==> config.mk <==
export PLATFORM = sky130hd
export DESIGN_NAME = gcs_setup_cmd
export DESIGN_NICKNAME = d
export VERILOG_FILES = /design/src/logic/gcs_pkg.sv /design/src/logic/gcs_tod_counter.sv /design/src/logic/gcs_setup_cmd.sv
export SDC_FILE = /design/constraint.sdc
export NUM_CORES = 1
export LEC_CHECK = 0
export ABC_AREA = 1
export BUFFER_PORTS_ARGS = -buffer_cell sky130_fd_sc_hd__buf_2
export CORE_MARGIN = 10
export CORE_UTILIZATION = 60
export DETAILED_ROUTE_END_ITERATION = 10
export HOLD_SLACK_MARGIN = 0.1
export PLACE_DENSITY = 0.74
export SYNTH_ARGS = -nofsm -noshare
export SYNTH_HDL_FRONTEND = slang
export SYNTH_HIERARCHICAL = 1
export SYNTH_SLANG_ARGS = --single-unit
==> constraint.sdc <==
create_clock -name ref_clk -period 8.8 [get_ports ref_clk]
set_input_delay 0.44 -clock ref_clk [delete_from_list [all_inputs] [get_ports ref_clk]]
set_output_delay 0.44 -clock ref_clk [all_outputs]
set_load 0.03 [all_outputs]
==> src/logic/gcs_pkg.sv <==
package gcs_pkg;
	// timing
	localparam int CLK_PERIOD_NS = 5;
	localparam longint SECOND_NS = 1000000000;
	localparam int SEC_CYCLES = int'(SECOND_NS / CLK_PERIOD_NS);
	localparam int INACT_MINUTES = 15;
	localparam int INACT_SECONDS = INACT_MINUTES * 60;
	localparam int RST_DELAY_S = 10;
	localparam logic [9:0] INACT_LAST = 10'(INACT_SECONDS - 1);
	localparam logic [3:0] RST_LAST = 4'(RST_DELAY_S - 1);
	localparam logic [16:0] SECS_PER_HOUR = 17'h00e10;
	localparam logic [16:0] SECS_PER_MIN = 17'h0003c;

	// register byte addresses
	localparam logic [7:0] ADDR_CMD = 8'h00;
	localparam logic [7:0] ADDR_ARG = 8'h04;
	localparam logic [7:0] ADDR_ARG2 = 8'h08;
	localparam logic [7:0] ADDR_RESP = 8'h0c;
	localparam logic [7:0] ADDR_STATUS = 8'h10;
	localparam logic [7:0] ADDR_TIME = 8'h14;
	localparam logic [7:0] ADDR_SYNC = 8'h18;
	localparam logic [7:0] ADDR_SNAP_TIME = 8'h1c;
	localparam logic [7:0] ADDR_SNAP_REMAIN = 8'h20;
	localparam logic [7:0] ADDR_FIRST_ON = 8'h24;
	localparam logic [7:0] ADDR_VERSION = 8'h28;
	localparam logic [7:0] ADDR_POS_LAT = 8'h2c;
	localparam logic [7:0] ADDR_POS_LON = 8'h30;

	// command word fields
	localparam int CMD_OP_LSB = 0;
	localparam int CMD_HAS_ARG_BIT = 4;
	localparam int CMD_ARG_ON_BIT = 5;
	// hh:mm:ss word fields
	localparam int HOUR_LSB = 12;
	localparam int MIN_LSB = 6;
	localparam int SEC_LSB = 0;

	// opcodes
	localparam logic [3:0] OP_SET_MODE = 4'h1;
	localparam logic [3:0] OP_TEST_MODE = 4'h2;
	localparam logic [3:0] OP_SYNC = 4'h3;
	localparam logic [3:0] OP_TIME = 4'h4;
	localparam logic [3:0] OP_STATUS = 4'h5;
	localparam logic [3:0] OP_VERSION = 4'h6;
	localparam logic [3:0] OP_RCV_RESET = 4'h7;
	localparam logic [3:0] OP_POSITION = 4'h8;

	// response results
	localparam logic [1:0] RES_OK = 2'h0;
	localparam logic [1:0] RES_REFUSED = 2'h1;
	localparam logic [1:0] RES_BAD_OP = 2'h2;
	localparam logic [1:0] RES_RESET_DONE = 2'h3;

	// limits and reset values
	localparam logic [4:0] MAX_HOUR = 5'h17;
	localparam logic [5:0] MAX_MIN = 6'h3b;
	localparam logic [5:0] MAX_SEC = 6'h3c;
	localparam logic [4:0] SYNC_DEF_H = 5'h02;
	localparam logic [5:0] SYNC_DEF_M = 6'h00;
	localparam logic [5:0] SYNC_DEF_S = 6'h00;
	// arbitrary value, names no real firmware level
	localparam logic [31:0] VERSION_ID = 32'h00010000;

	typedef enum logic [1:0] {
		MODE_READ = 2'b00,
		MODE_SET  = 2'b01,
		MODE_TEST = 2'b10
	} gcs_mode_t;
endpackage

==> src/logic/gcs_tod_counter.sv <==
`timescale 1ns/10ps
module gcs_tod_counter (
	input  wire logic       ref_clk,
	input  wire logic       rst_n,
	input  wire logic       secTick,
	input  wire logic       loadEn,
	input  wire logic [4:0] loadHours,
	input  wire logic [5:0] loadMinutes,
	input  wire logic [5:0] loadSeconds,
	output logic      [4:0] hours,
	output logic      [5:0] minutes,
	output logic      [5:0] seconds
);
	import gcs_pkg::*;

	logic [4:0] next_hours;
	logic [5:0] next_minutes;
	logic [5:0] next_seconds;

	always_comb begin
		next_hours = hours;
		next_minutes = minutes;
		next_seconds = seconds;
		if (loadEn) begin
			next_hours = loadHours;
			next_minutes = loadMinutes;
			next_seconds = loadSeconds;
		end else if (secTick) begin
			// a loaded leap second 60 rolls over like 59
			if (seconds >= MAX_MIN) begin
				next_seconds = 6'h00;
				if (minutes == MAX_MIN) begin
					next_minutes = 6'h00;
					next_hours = (hours == MAX_HOUR) ? 5'h00 : hours + 5'h01;
				end else begin
					next_minutes = minutes + 6'h01;
				end
			end else begin
				next_seconds = seconds + 6'h01;
			end
		end
	end

	always_ff @(posedge ref_clk) begin
		if (!rst_n) begin
			hours <= 5'h00;
			minutes <= 6'h00;
			seconds <= 6'h00;
		end else begin
			hours <= next_hours;
			minutes <= next_minutes;
			seconds <= next_seconds;
		end
	end
endmodule // gcs_tod_counter

==> src/logic/gcs_setup_cmd.sv <==
`timescale 1ns/10ps
module gcs_setup_cmd
	import gcs_pkg::*;
#(
	parameter int SEC_CYCLES_P = SEC_CYCLES
) (
	input  wire logic        ref_clk,
	input  wire logic        rst_n,
	input  wire logic [7:0]  addr,
	input  wire logic [31:0] wdata,
	input  wire logic        wr,
	input  wire logic        rd,
	output logic      [31:0] rdata,
	input  wire logic        rcvTracking,
	input  wire logic        rcvTimeValid,
	input  wire logic [4:0]  rcvHours,
	input  wire logic [5:0]  rcvMinutes,
	input  wire logic [5:0]  rcvSeconds,
	output logic             majorAlarm,
	output logic             minorAlarm,
	output logic             syncOutEnable,
	output logic             rcvResetPulse
);
	import gcs_pkg::*;

	logic trackMeta;
	logic trackSync;
	gcs_mode_t mode;
	gcs_mode_t next_mode;
	logic [9:0] inactCnt;
	logic [9:0] next_inactCnt;
	logic [31:0] argReg;
	logic [31:0] next_argReg;
	logic [31:0] arg2Reg;
	logic [31:0] next_arg2Reg;
	logic [3:0] respOp;
	logic [3:0] next_respOp;
	logic [1:0] respResult;
	logic [1:0] next_respResult;
	logic respStateOn;
	logic next_respStateOn;
	logic [7:0] respSeq;
	logic [7:0] next_respSeq;
	logic [4:0] syncH;
	logic [4:0] next_syncH;
	logic [5:0] syncM;
	logic [5:0] next_syncM;
	logic [5:0] syncS;
	logic [5:0] next_syncS;
	logic [16:0] snapTime;
	logic [16:0] next_snapTime;
	logic [16:0] snapRemain;
	logic [16:0] next_snapRemain;
	logic [16:0] firstOn;
	logic [16:0] next_firstOn;
	logic firstOnValid;
	logic next_firstOnValid;
	logic [31:0] posLat;
	logic [31:0] next_posLat;
	logic [31:0] posLon;
	logic [31:0] next_posLon;
	logic next_rcvResetPulse;
	logic rstDoneSeen;
	logic next_rstDoneSeen;
	logic [31:0] next_rdata;

	logic [27:0] secCnt;
	logic [27:0] next_secCnt;
	logic secTick;
	logic next_secTick;
	logic [16:0] syncCnt;
	logic [16:0] next_syncCnt;
	logic syncAlarm;
	logic next_syncAlarm;
	logic rstBusy;
	logic next_rstBusy;
	logic [3:0] rstCnt;
	logic [3:0] next_rstCnt;
	logic rstDone;
	logic next_rstDone;
	logic next_majorAlarm;
	logic next_minorAlarm;
	logic next_syncOutEnable;

	logic cmdWr;
	logic [3:0] op;
	logic hasArg;
	logic argOn;
	logic [4:0] argH;
	logic [5:0] argM;
	logic [5:0] argS;
	logic [16:0] syncPeriodS;
	logic [16:0] syncRemain;
	logic todLoad;
	logic [4:0] todLoadH;
	logic [5:0] todLoadM;
	logic [5:0] todLoadS;
	logic [4:0] hours;
	logic [5:0] minutes;
	logic [5:0] seconds;
	logic [16:0] todWord;

	assign cmdWr = wr && (addr == ADDR_CMD);
	assign op = wdata[CMD_OP_LSB +: 4];
	assign hasArg = wdata[CMD_HAS_ARG_BIT];
	assign argOn = wdata[CMD_ARG_ON_BIT];
	assign argH = argReg[HOUR_LSB +: 5];
	assign argM = argReg[MIN_LSB +: 6];
	assign argS = argReg[SEC_LSB +: 6];
	assign todWord = {hours, minutes, seconds};
	assign syncPeriodS = 17'(syncH) * SECS_PER_HOUR + 17'(syncM) * SECS_PER_MIN + 17'(syncS);
	assign syncRemain = syncPeriodS - syncCnt;

	// receiver time wins over a manual entry in the same cycle
	always_comb begin
		todLoad = 1'b0;
		todLoadH = argH;
		todLoadM = argM;
		todLoadS = argS;
		if (rcvTimeValid && trackSync) begin
			todLoad = 1'b1;
			todLoadH = rcvHours;
			todLoadM = rcvMinutes;
			todLoadS = rcvSeconds;
		end else if (cmdWr && op == OP_TIME && hasArg && mode == MODE_SET
				&& argH <= MAX_HOUR && argM <= MAX_MIN && argS <= MAX_SEC) begin
			todLoad = 1'b1;
		end
	end

	gcs_tod_counter u_tod (
		.ref_clk     (ref_clk),
		.rst_n       (rst_n),
		.secTick     (secTick),
		.loadEn      (todLoad),
		.loadHours   (todLoadH),
		.loadMinutes (todLoadM),
		.loadSeconds (todLoadS),
		.hours       (hours),
		.minutes     (minutes),
		.seconds     (seconds)
	);

	// command, mode and register group
	always_comb begin
		next_mode = mode;
		next_inactCnt = inactCnt;
		next_argReg = argReg;
		next_arg2Reg = arg2Reg;
		next_respOp = respOp;
		next_respResult = respResult;
		next_respStateOn = respStateOn;
		next_respSeq = respSeq;
		next_syncH = syncH;
		next_syncM = syncM;
		next_syncS = syncS;
		next_snapTime = snapTime;
		next_snapRemain = snapRemain;
		next_firstOn = firstOn;
		next_firstOnValid = firstOnValid;
		next_posLat = posLat;
		next_posLon = posLon;
		next_rcvResetPulse = 1'b0;
		next_rstDoneSeen = rstDoneSeen;
		if (wr && addr == ADDR_ARG) begin
			next_argReg = wdata;
		end
		if (wr && addr == ADDR_ARG2) begin
			next_arg2Reg = wdata;
		end
		if (rcvTimeValid && trackSync && !firstOnValid) begin
			next_firstOn = {rcvHours, rcvMinutes, rcvSeconds};
			next_firstOnValid = 1'b1;
		end
		if (cmdWr) begin
			next_inactCnt = 10'h000;
			next_respSeq = respSeq + 8'h01;
			next_respOp = op;
			next_respResult = RES_OK;
			next_respStateOn = 1'b0;
			case (op)
				OP_SET_MODE: begin
					if (hasArg && argOn) begin
						next_mode = MODE_SET;
					end else if (hasArg && mode == MODE_SET) begin
						next_mode = MODE_READ;
					end
					next_respStateOn = hasArg ? argOn : (mode == MODE_SET);
				end
				OP_TEST_MODE: begin
					if (hasArg && argOn) begin
						next_mode = MODE_TEST;
					end else if (hasArg && mode == MODE_TEST) begin
						next_mode = MODE_READ;
					end
					next_respStateOn = hasArg ? argOn : (mode == MODE_TEST);
					next_snapTime = todWord;
				end
				OP_SYNC: begin
					if (hasArg) begin
						if (mode != MODE_SET || argM > MAX_MIN || argS > MAX_MIN) begin
							next_respResult = RES_REFUSED;
						end else begin
							next_syncH = argH;
							next_syncM = argM;
							next_syncS = argS;
						end
					end
				end
				OP_TIME: begin
					if (hasArg && !todLoad) begin
						next_respResult = RES_REFUSED;
					end
				end
				OP_STATUS: begin
					next_snapTime = todWord;
					next_snapRemain = syncRemain;
				end
				OP_VERSION: begin
					next_respStateOn = firstOnValid;
				end
				OP_RCV_RESET: begin
					if (mode != MODE_TEST || rstBusy) begin
						next_respResult = RES_REFUSED;
					end else begin
						next_rcvResetPulse = 1'b1;
						next_rstDoneSeen = 1'b0;
					end
				end
				OP_POSITION: begin
					if (mode != MODE_SET) begin
						next_respResult = RES_REFUSED;
					end else begin
						next_posLat = argReg;
						next_posLon = arg2Reg;
					end
				end
				default: begin
					next_respResult = RES_BAD_OP;
				end
			endcase
		end else if (secTick && mode != MODE_READ) begin
			if (inactCnt == INACT_LAST) begin
				next_mode = MODE_READ;
				next_inactCnt = 10'h000;
			end else begin
				next_inactCnt = inactCnt + 10'h001;
			end
		end
		// a done event colliding with a command still sets the sticky bit
		if (rstDone) begin
			next_rstDoneSeen = 1'b1;
			if (!cmdWr) begin
				next_respOp = OP_RCV_RESET;
				next_respResult = RES_RESET_DONE;
				next_respSeq = respSeq + 8'h01;
			end
		end
		next_rdata = 32'h00000000;
		if (rd) begin
			case (addr)
				ADDR_ARG: next_rdata = argReg;
				ADDR_ARG2: next_rdata = arg2Reg;
				ADDR_RESP: next_rdata = {16'h0000, respSeq, 1'b0, respStateOn, respResult, respOp};
				ADDR_STATUS: next_rdata = {23'h000000, rstDoneSeen, firstOnValid, rstBusy,
					minorAlarm, majorAlarm, syncAlarm, trackSync, mode};
				ADDR_TIME: next_rdata = {15'h0000, todWord};
				ADDR_SYNC: next_rdata = {15'h0000, syncH, syncM, syncS};
				ADDR_SNAP_TIME: next_rdata = {15'h0000, snapTime};
				ADDR_SNAP_REMAIN: next_rdata = {15'h0000, snapRemain};
				ADDR_FIRST_ON: next_rdata = {15'h0000, firstOn};
				ADDR_VERSION: next_rdata = VERSION_ID;
				ADDR_POS_LAT: next_rdata = posLat;
				ADDR_POS_LON: next_rdata = posLon;
				default: next_rdata = 32'h00000000;
			endcase
		end
	end

	always_ff @(posedge ref_clk) begin
		if (!rst_n) begin
			mode <= MODE_READ;
			inactCnt <= 10'h000;
			argReg <= 32'h00000000;
			arg2Reg <= 32'h00000000;
			respOp <= 4'h0;
			respResult <= RES_OK;
			respStateOn <= 1'b0;
			respSeq <= 8'h00;
			syncH <= SYNC_DEF_H;
			syncM <= SYNC_DEF_M;
			syncS <= SYNC_DEF_S;
			snapTime <= 17'h00000;
			snapRemain <= 17'h00000;
			firstOn <= 17'h00000;
			firstOnValid <= 1'b0;
			posLat <= 32'h00000000;
			posLon <= 32'h00000000;
			rcvResetPulse <= 1'b0;
			rstDoneSeen <= 1'b0;
			rdata <= 32'h00000000;
		end else begin
			mode <= next_mode;
			inactCnt <= next_inactCnt;
			argReg <= next_argReg;
			arg2Reg <= next_arg2Reg;
			respOp <= next_respOp;
			respResult <= next_respResult;
			respStateOn <= next_respStateOn;
			respSeq <= next_respSeq;
			syncH <= next_syncH;
			syncM <= next_syncM;
			syncS <= next_syncS;
			snapTime <= next_snapTime;
			snapRemain <= next_snapRemain;
			firstOn <= next_firstOn;
			firstOnValid <= next_firstOnValid;
			posLat <= next_posLat;
			posLon <= next_posLon;
			rcvResetPulse <= next_rcvResetPulse;
			rstDoneSeen <= next_rstDoneSeen;
			rdata <= next_rdata;
		end
	end

	// timer and alarm group
	always_comb begin
		next_secTick = 1'b0;
		next_secCnt = secCnt + 28'h0000001;
		if (secCnt == 28'(SEC_CYCLES_P - 1)) begin
			next_secCnt = 28'h0000000;
			next_secTick = 1'b1;
		end
		next_syncCnt = syncCnt;
		if (trackSync) begin
			next_syncCnt = 17'h00000;
		end else if (secTick && syncCnt < syncPeriodS) begin
			next_syncCnt = syncCnt + 17'h00001;
		end
		next_syncAlarm = !trackSync && (next_syncCnt >= syncPeriodS);
		next_rstBusy = rstBusy;
		next_rstCnt = rstCnt;
		next_rstDone = 1'b0;
		if (rcvResetPulse) begin
			next_rstBusy = 1'b1;
			next_rstCnt = 4'h0;
		end else if (rstBusy && secTick) begin
			// lands 9 to 10 seconds after the request, tick phase unknown
			if (rstCnt == RST_LAST) begin
				next_rstBusy = 1'b0;
				next_rstDone = 1'b1;
			end else begin
				next_rstCnt = rstCnt + 4'h1;
			end
		end
		next_majorAlarm = syncAlarm || (mode == MODE_TEST);
		next_minorAlarm = (mode == MODE_TEST);
		next_syncOutEnable = !syncAlarm;
	end

	always_ff @(posedge ref_clk) begin
		if (!rst_n) begin
			trackMeta <= 1'b0;
			trackSync <= 1'b0;
			secCnt <= 28'h0000000;
			secTick <= 1'b0;
			syncCnt <= 17'h00000;
			syncAlarm <= 1'b0;
			rstBusy <= 1'b0;
			rstCnt <= 4'h0;
			rstDone <= 1'b0;
			majorAlarm <= 1'b0;
			minorAlarm <= 1'b0;
			syncOutEnable <= 1'b1;
		end else begin
			trackMeta <= rcvTracking;
			trackSync <= trackMeta;
			secCnt <= next_secCnt;
			secTick <= next_secTick;
			syncCnt <= next_syncCnt;
			syncAlarm <= next_syncAlarm;
			rstBusy <= next_rstBusy;
			rstCnt <= next_rstCnt;
			rstDone <= next_rstDone;
			majorAlarm <= next_majorAlarm;
			minorAlarm <= next_minorAlarm;
			syncOutEnable <= next_syncOutEnable;
		end
	end
endmodule // gcs_setup_cmd

# [Yosys cells after proc, flatten, opt, wreduce, memory -nomap -nowiden]
# Index checks and enable logic that the tools add are counted.
[classes] n_eq_ne=33 bitwise=5 n_reduce_logical=56 n_lt_le_gt_ge=8 n_mux=57 mul=2 add_sub_neg=11
[op_table] cell="$pmux W32 S12" count=1
[op_table] cell="$mux W6" count=9
[op_table] cell="$eq A8 B6 Y1 const B" count=5
[op_table] cell="$mux W17" count=2
[op_table] cell="$eq A8 B5 Y1 const B" count=4
[op_table] cell="$mux W5" count=6
[op_table] cell="$add A28 B1 Y28 const B" count=1
[op_table] cell="$eq A28 B28 Y1 const B" count=1
[op_table] cell="$mux W8" count=3
[op_table] cell="$mux W2" count=10
[op_table] cell="$reduce_bool A2 Y1" count=10
[op_table] cell="$logic_and A1 B1 Y1" count=19
[op_table] cell="$mux W1" count=19
[op_table] cell="$add A17 B1 Y17 const B" count=1
[op_table] cell="$add A17 B12 Y17" count=1
[op_table] cell="$add A17 B6 Y17" count=1
[op_table] cell="$ge A17 B17 Y1" count=1
[op_table] cell="$lt A17 B17 Y1" count=1
[op_table] cell="$sub A17 B17 Y17" count=1
[op_table] cell="$eq A4 B3 Y1 const B" count=4
[op_table] cell="$eq A8 B4 Y1 const B" count=2
[op_table] cell="$mul A5 B8 Y13 const B" count=1
[op_table] cell="$add A6 B1 Y6 const B" count=2
[op_table] cell="$gt A6 B6 Y1 const B" count=2
[op_table] cell="37 further kinds" count=65
[totals] elab_cells=207 inputBits=63 output_inout_bits=36 regBits=333

# [Longest topological paths before layout]
[depth] ltp_word=17 ltp_mapped=41 depth_no_buf=41

# [Modules after synthesis]
# The synthesis kept the hierarchy.
[modules_own_cells] mod="gcs_setup_cmd" area_per_inst_um2=17219.0 seq_area_each_um2=6326.1 instances=1 cells_each=2429
[modules_own_cells] mod="gcs_tod_counter" area_per_inst_um2=1126.1 seq_area_each_um2=340.3 instances=1 cells_each=167

# [Worst setup path after synthesis]
# Ideal clock, no wire load.
[synth_timing] path_kind="reg-to-reg" start="register syncM[3]" end="register syncAlarm" t_required_ns=8.691 synth_period_minus_slack_ns=6.188 setup_ns=0.109 path_stages_with_launch=39 n_path_buf=1 t_arrival_ns=6.079 setup_slack_ns=2.612 cell_sequence="dfxtp_1 inv_1 fa_1 fa_1 inv_1 ha_1 a21oi_1 o21ai_0 nand2_1 nand2_1 a21oi_1 xnor2_1 ha_1 ha_1 nand2_1 nor3_1 a21oi_1 o21ai_0 [3 not listed] inv_1 nor3_1 nand3_1 nor2_1 nor2_1 buf_2 nand3_1 nand3_1 inv_1 ha_1 a21oi_1 o21ai_0 nand2_1 o211ai_1 nand2_1 nand4_1 nand2_1 inv_1"
[synth_via] elab_chain_cells=9
[synth_lines] item="from (decl)" line="gcs_setup_cmd.sv:46" source="logic [5:0] syncM;"
[synth_lines] item="from (signal assigned)" line="gcs_setup_cmd.sv:312" source="syncM <= next_syncM;"
[synth_lines] item="$mul A6 B4 Y10" line="gcs_setup_cmd.sv:111" source="assign syncPeriodS = 17'(syncH) * SECS_PER_HOUR + 17'(syncM) * SECS_PER_MIN + 17'(syncS);"
[synth_lines] item="$add A17 B12 Y17" line="gcs_setup_cmd.sv:111"
[synth_lines] item="$add A17 B6 Y17" line="gcs_setup_cmd.sv:111"
[synth_lines] item="$lt A17 B17 Y1" line="gcs_setup_cmd.sv:337" source="end else if (secTick && syncCnt < syncPeriodS) begin"
[synth_lines] item="$logic_and A1 B1 Y1" line="gcs_setup_cmd.sv:337"
[synth_lines] item="$mux W17" line="gcs_setup_cmd.sv:337"
[synth_lines] item="$mux W17" line="gcs_setup_cmd.sv:335" source="if (trackSync) begin"
[synth_lines] item="net next_syncCnt[4]" line="gcs_setup_cmd.sv:72" source="logic [16:0] next_syncCnt;"
[synth_lines] item="$ge A17 B17 Y1" line="gcs_setup_cmd.sv:340" source="next_syncAlarm = !trackSync && (next_syncCnt >= syncPeriodS);"
[synth_lines] item="$logic_and A1 B1 Y1" line="gcs_setup_cmd.sv:340"
[synth_lines] item="to (signal assigned)" line="gcs_setup_cmd.sv:381" source="syncAlarm <= next_syncAlarm;"
[synth_lines] item="to (decl)" line="gcs_setup_cmd.sv:73" source="logic syncAlarm;"
# The timed path passes the listed nets, and every way through them passes these cells.
# A chain may end at the register's enable or synchronous reset.

# [Final worst setup path]
# Ends and elaborated chain as after synthesis.

==> results.md <==
- Worst R2R Start: syncM[3]
- Post-DP Area: 18,900 µm²
- Slowest stage delay, CP: 0.54 ns
- Design area: 20,300 µm²
- Max Slew Vio Count: 0
- Worst skew pair latency: around 0.54 ns
- Worst-path fanout max: 19
- TritonCTS clock tree: yes
- CORE AREA: about 30,000 µm²
- Largest net degree at the start of global routing: 85
- Setup bufs post-CTS: 0
- Hold path start: wdata[20]
- GRT Util Overall: 0.266
- Asr flop ratio synth: 0
- Cell taking the most area after synthesis: dfxtp_1
- Crit path capture: syncAlarm
- Dpl cells: around 3,000
- Top cell type's share of synthesized area: 0.363
- Io pins: roughly 100
- GR Overflow Total: 0
- Yosys cell types: 54
- Gpl congestion: roughly 0.93
- Max Cap Viol: 0
- Worst min-delay path class: input port to flip-flop
- Setup CP Type: flip-flop to flip-flop
- Final hold violations: 0
- Clock Tree Buf Depth: 3
- Actual slew at the worst max-slew pin: 0.998 ns
- DR iter-0 viols: between 1,500 and 2,000
- Syn avg cell area: ~7 µm²
- Vias: between 15,000 and 20,000
- Final hold slack: ~0.17 ns
- Setup WS pre-CTS: roughly 1.8 ns
- Die width: 195 µm
- Flop2flop setup slack: around 1.7 ns
- R2R depth: 37
- Status: finished clean
- Vias/cell: between 5 and 6
- 1st-pass router iterations: 5
- Reg-to-reg endpoint: syncAlarm
- Antenna-violating nets left: 0
- Critical path arrival: around 7.6 ns
- Vias in the first global route: roughly 16,000
- Worst setup EP type: flip-flop
- DR WL/cell: 17.4 µm
- Die H: between 150 and 200 µm
- Fin crit share: 0.804
- Cell repeated most along the worst path: nand2_1
- Crit. Startpoint: syncM[3]
- Clock-pin slew on the worst setup and hold paths: about 0.060 ns
- Row cnt: 63
- Clk_skew: around 0.019 ns
- Layout Cells excl Fill: between 3,000 and 4,000
- Ys flop type: dfxtp_1
- Die footprint: between 30,000 and 40,000 µm²
- Post-synth EDFFs: 0
- Initial Util: 0.614
- Sequential fraction of the synthesis area: 0.363
- Share of layout cells above drive strength 1: 0.0797
- CP startpoint kind: flip-flop
- Ranking of synthesized cells by area: dfxtp_1, nand2_1, inv_1
- Static leakage power: roughly 8.7 nW
- Routed WL: 53,200 µm
- Power Dens Cells: about 160 nW/µm²
- Total negative setup slack: 0 ns
- Peak VDD IR: about 0.00015 V
- Slowest stage cell, crit path: fa_1
- Setup WS post-layout: between 1.5 and 2 ns
- Synth Register Bits: 333
- Area Overhead vs Synth: 10.5%
- Post-Syn Instances: 2,596
- CTS Sinks: ~330
- Synthesized area: roughly 18,000 µm²
- Port bufs: 98
- Min Tclk post-route: 7.07 ns
- Hpwl dp: approximately 40,000 µm
- Global-route wire length before repair: roughly 84,000 µm
- Req. time, crit path: roughly 9.3 ns
- Num CTS Buffers: 36
- Fmax: between 0.1 and 0.15 GHz
- Setup violators final: 0
- Post-layout net count: approximately 2,800
- Syn_nets: ~2,800
- Residual DRC: 0
- Initial antenna violation count: 6
- YS warnings: 6
- RSZ-0062 raised after global routing: false
- Clk Tree Root Cell: clkbuf_16
- Relative slew slack: 0.334
- H-tree depth: 2
## final cells by class
type,instances,area (µm²)
inverters,419,1580
repair buffers,112,601
fillers,2714,9610
multi-input cells,1745,9610
diodes,4,10.0
clock buffers,49,1030
well taps,390,488
clock inverters,15,287
flip-flops and latches,333,6670
## what timing repair did
action | in CTS | in global routing
resized for setup | 0 | 0
hold buffers | 1 | 0
endpoints found under the hold margin | 1 | 0
## synth_stat cells (28+ instances only)
library cell	number
nand3_1	142
a211oi_1	76
clkbuf_1	34
nor2_1	305
o22ai_1	32
nand4_1	28
nor3_1	37
nand2_1	409
buf_2	42
o21ai_0	162
ha_1	92
inv_1	407
dfxtp_1	333
o21ai_1	56
xor2_1	37
a21oi_1	221
## flip-flops by register name (all words and copies together), names as in the netlist, 8 cells and up
signal	flops
inactCnt	10
arg2Reg	32
firstOn	17
snapRemain	17
posLat	32
posLon	32
respSeq	8
argReg	32
syncCnt	17
rdata	32
secCnt	28
snapTime	17
## kinds of logic after synthesis
group	share of synthesized area
mux	0.000546
fa+ha+maj	0.0802
flops	0.363
simple gates	0.231
xor+xnor	0.0248
buf+inv	0.113
compound gates	0.187
## through the flow
stage | utilization | power, mW
6_report | 0.678 | 3.29
3_5_place_dp | 0.634 | 1.64
5_1_grt | 0.678 | 3.37
3_3_place_gp | 0.634 | 1.64
2_1_floorplan | - | 1.60
4_1_cts | 0.678 | 3.30
## critical path: cells and delay by family, from the launching register on
kind,cells,cell delay [ns]
buf+inv,6,0.57
xor+xnor,2,0.31
simple gates,18,2.27
flops,1,0.38
fa+ha+maj,7,2.73
compound gates,4,0.76
## power by group
part	internal (mW)	switching, mW	total [mW]
logic	0.0237	0.0663	0.0900
clock network	1.03	0.645	1.68
registers	1.51	0.00331	1.52
## cells in the final DEF, fill, tap and decap left out, types with 13 or more instances in the layout
cell | Yosys | final
nor3b_1 | 13 | 13
nand4_1 | 28 | 28
xor2_1 | 37 | 37
dfxtp_1 | 333 | 333
o22ai_1 | 32 | 32
ha_1 | 92 | 92
nand3_1 | 142 | 142
nor3_1 | 37 | 37
xnor2_1 | 15 | 15
o21ai_0 | 162 | 162
nor2_1 | 305 | 305
inv_1 | 407 | 407
a21oi_1 | 221 | 221
buf_4 | 14 | 14
a211oi_1 | 76 | 76
nand2_1 | 409 | 409
buf_2 | 42 | 97
o21ai_1 | 56 | 56
fa_1 | 16 | 16
clkbuf_16 | 0 | 36
## layer usage
metal / vias up / global-route usage / wire [µm]
li1: 8617 / - / -
met1: 8170 / 0.334 / 22400
met2: 669 / 0.444 / 24800
met3: 117 / 0.0515 / 4210
met4: 4 / 0.0955 / 1790
met5: - / 0 / 21
## worst min-delay path by stage
stage                     slack, ns  cells after the start       endpoint
after detailed placement       0.40                      2      trackSync
after global routing           0.17                      3    arg2Reg[20]
after global placement         0.41                      2      trackSync
after CTS                      0.15                      3     argReg[12]
final                          0.17                      3     argReg[20]
after floorplan                0.37                      1  syncOutEnable
No activity file was read; power rests on OpenSTA's default activity.
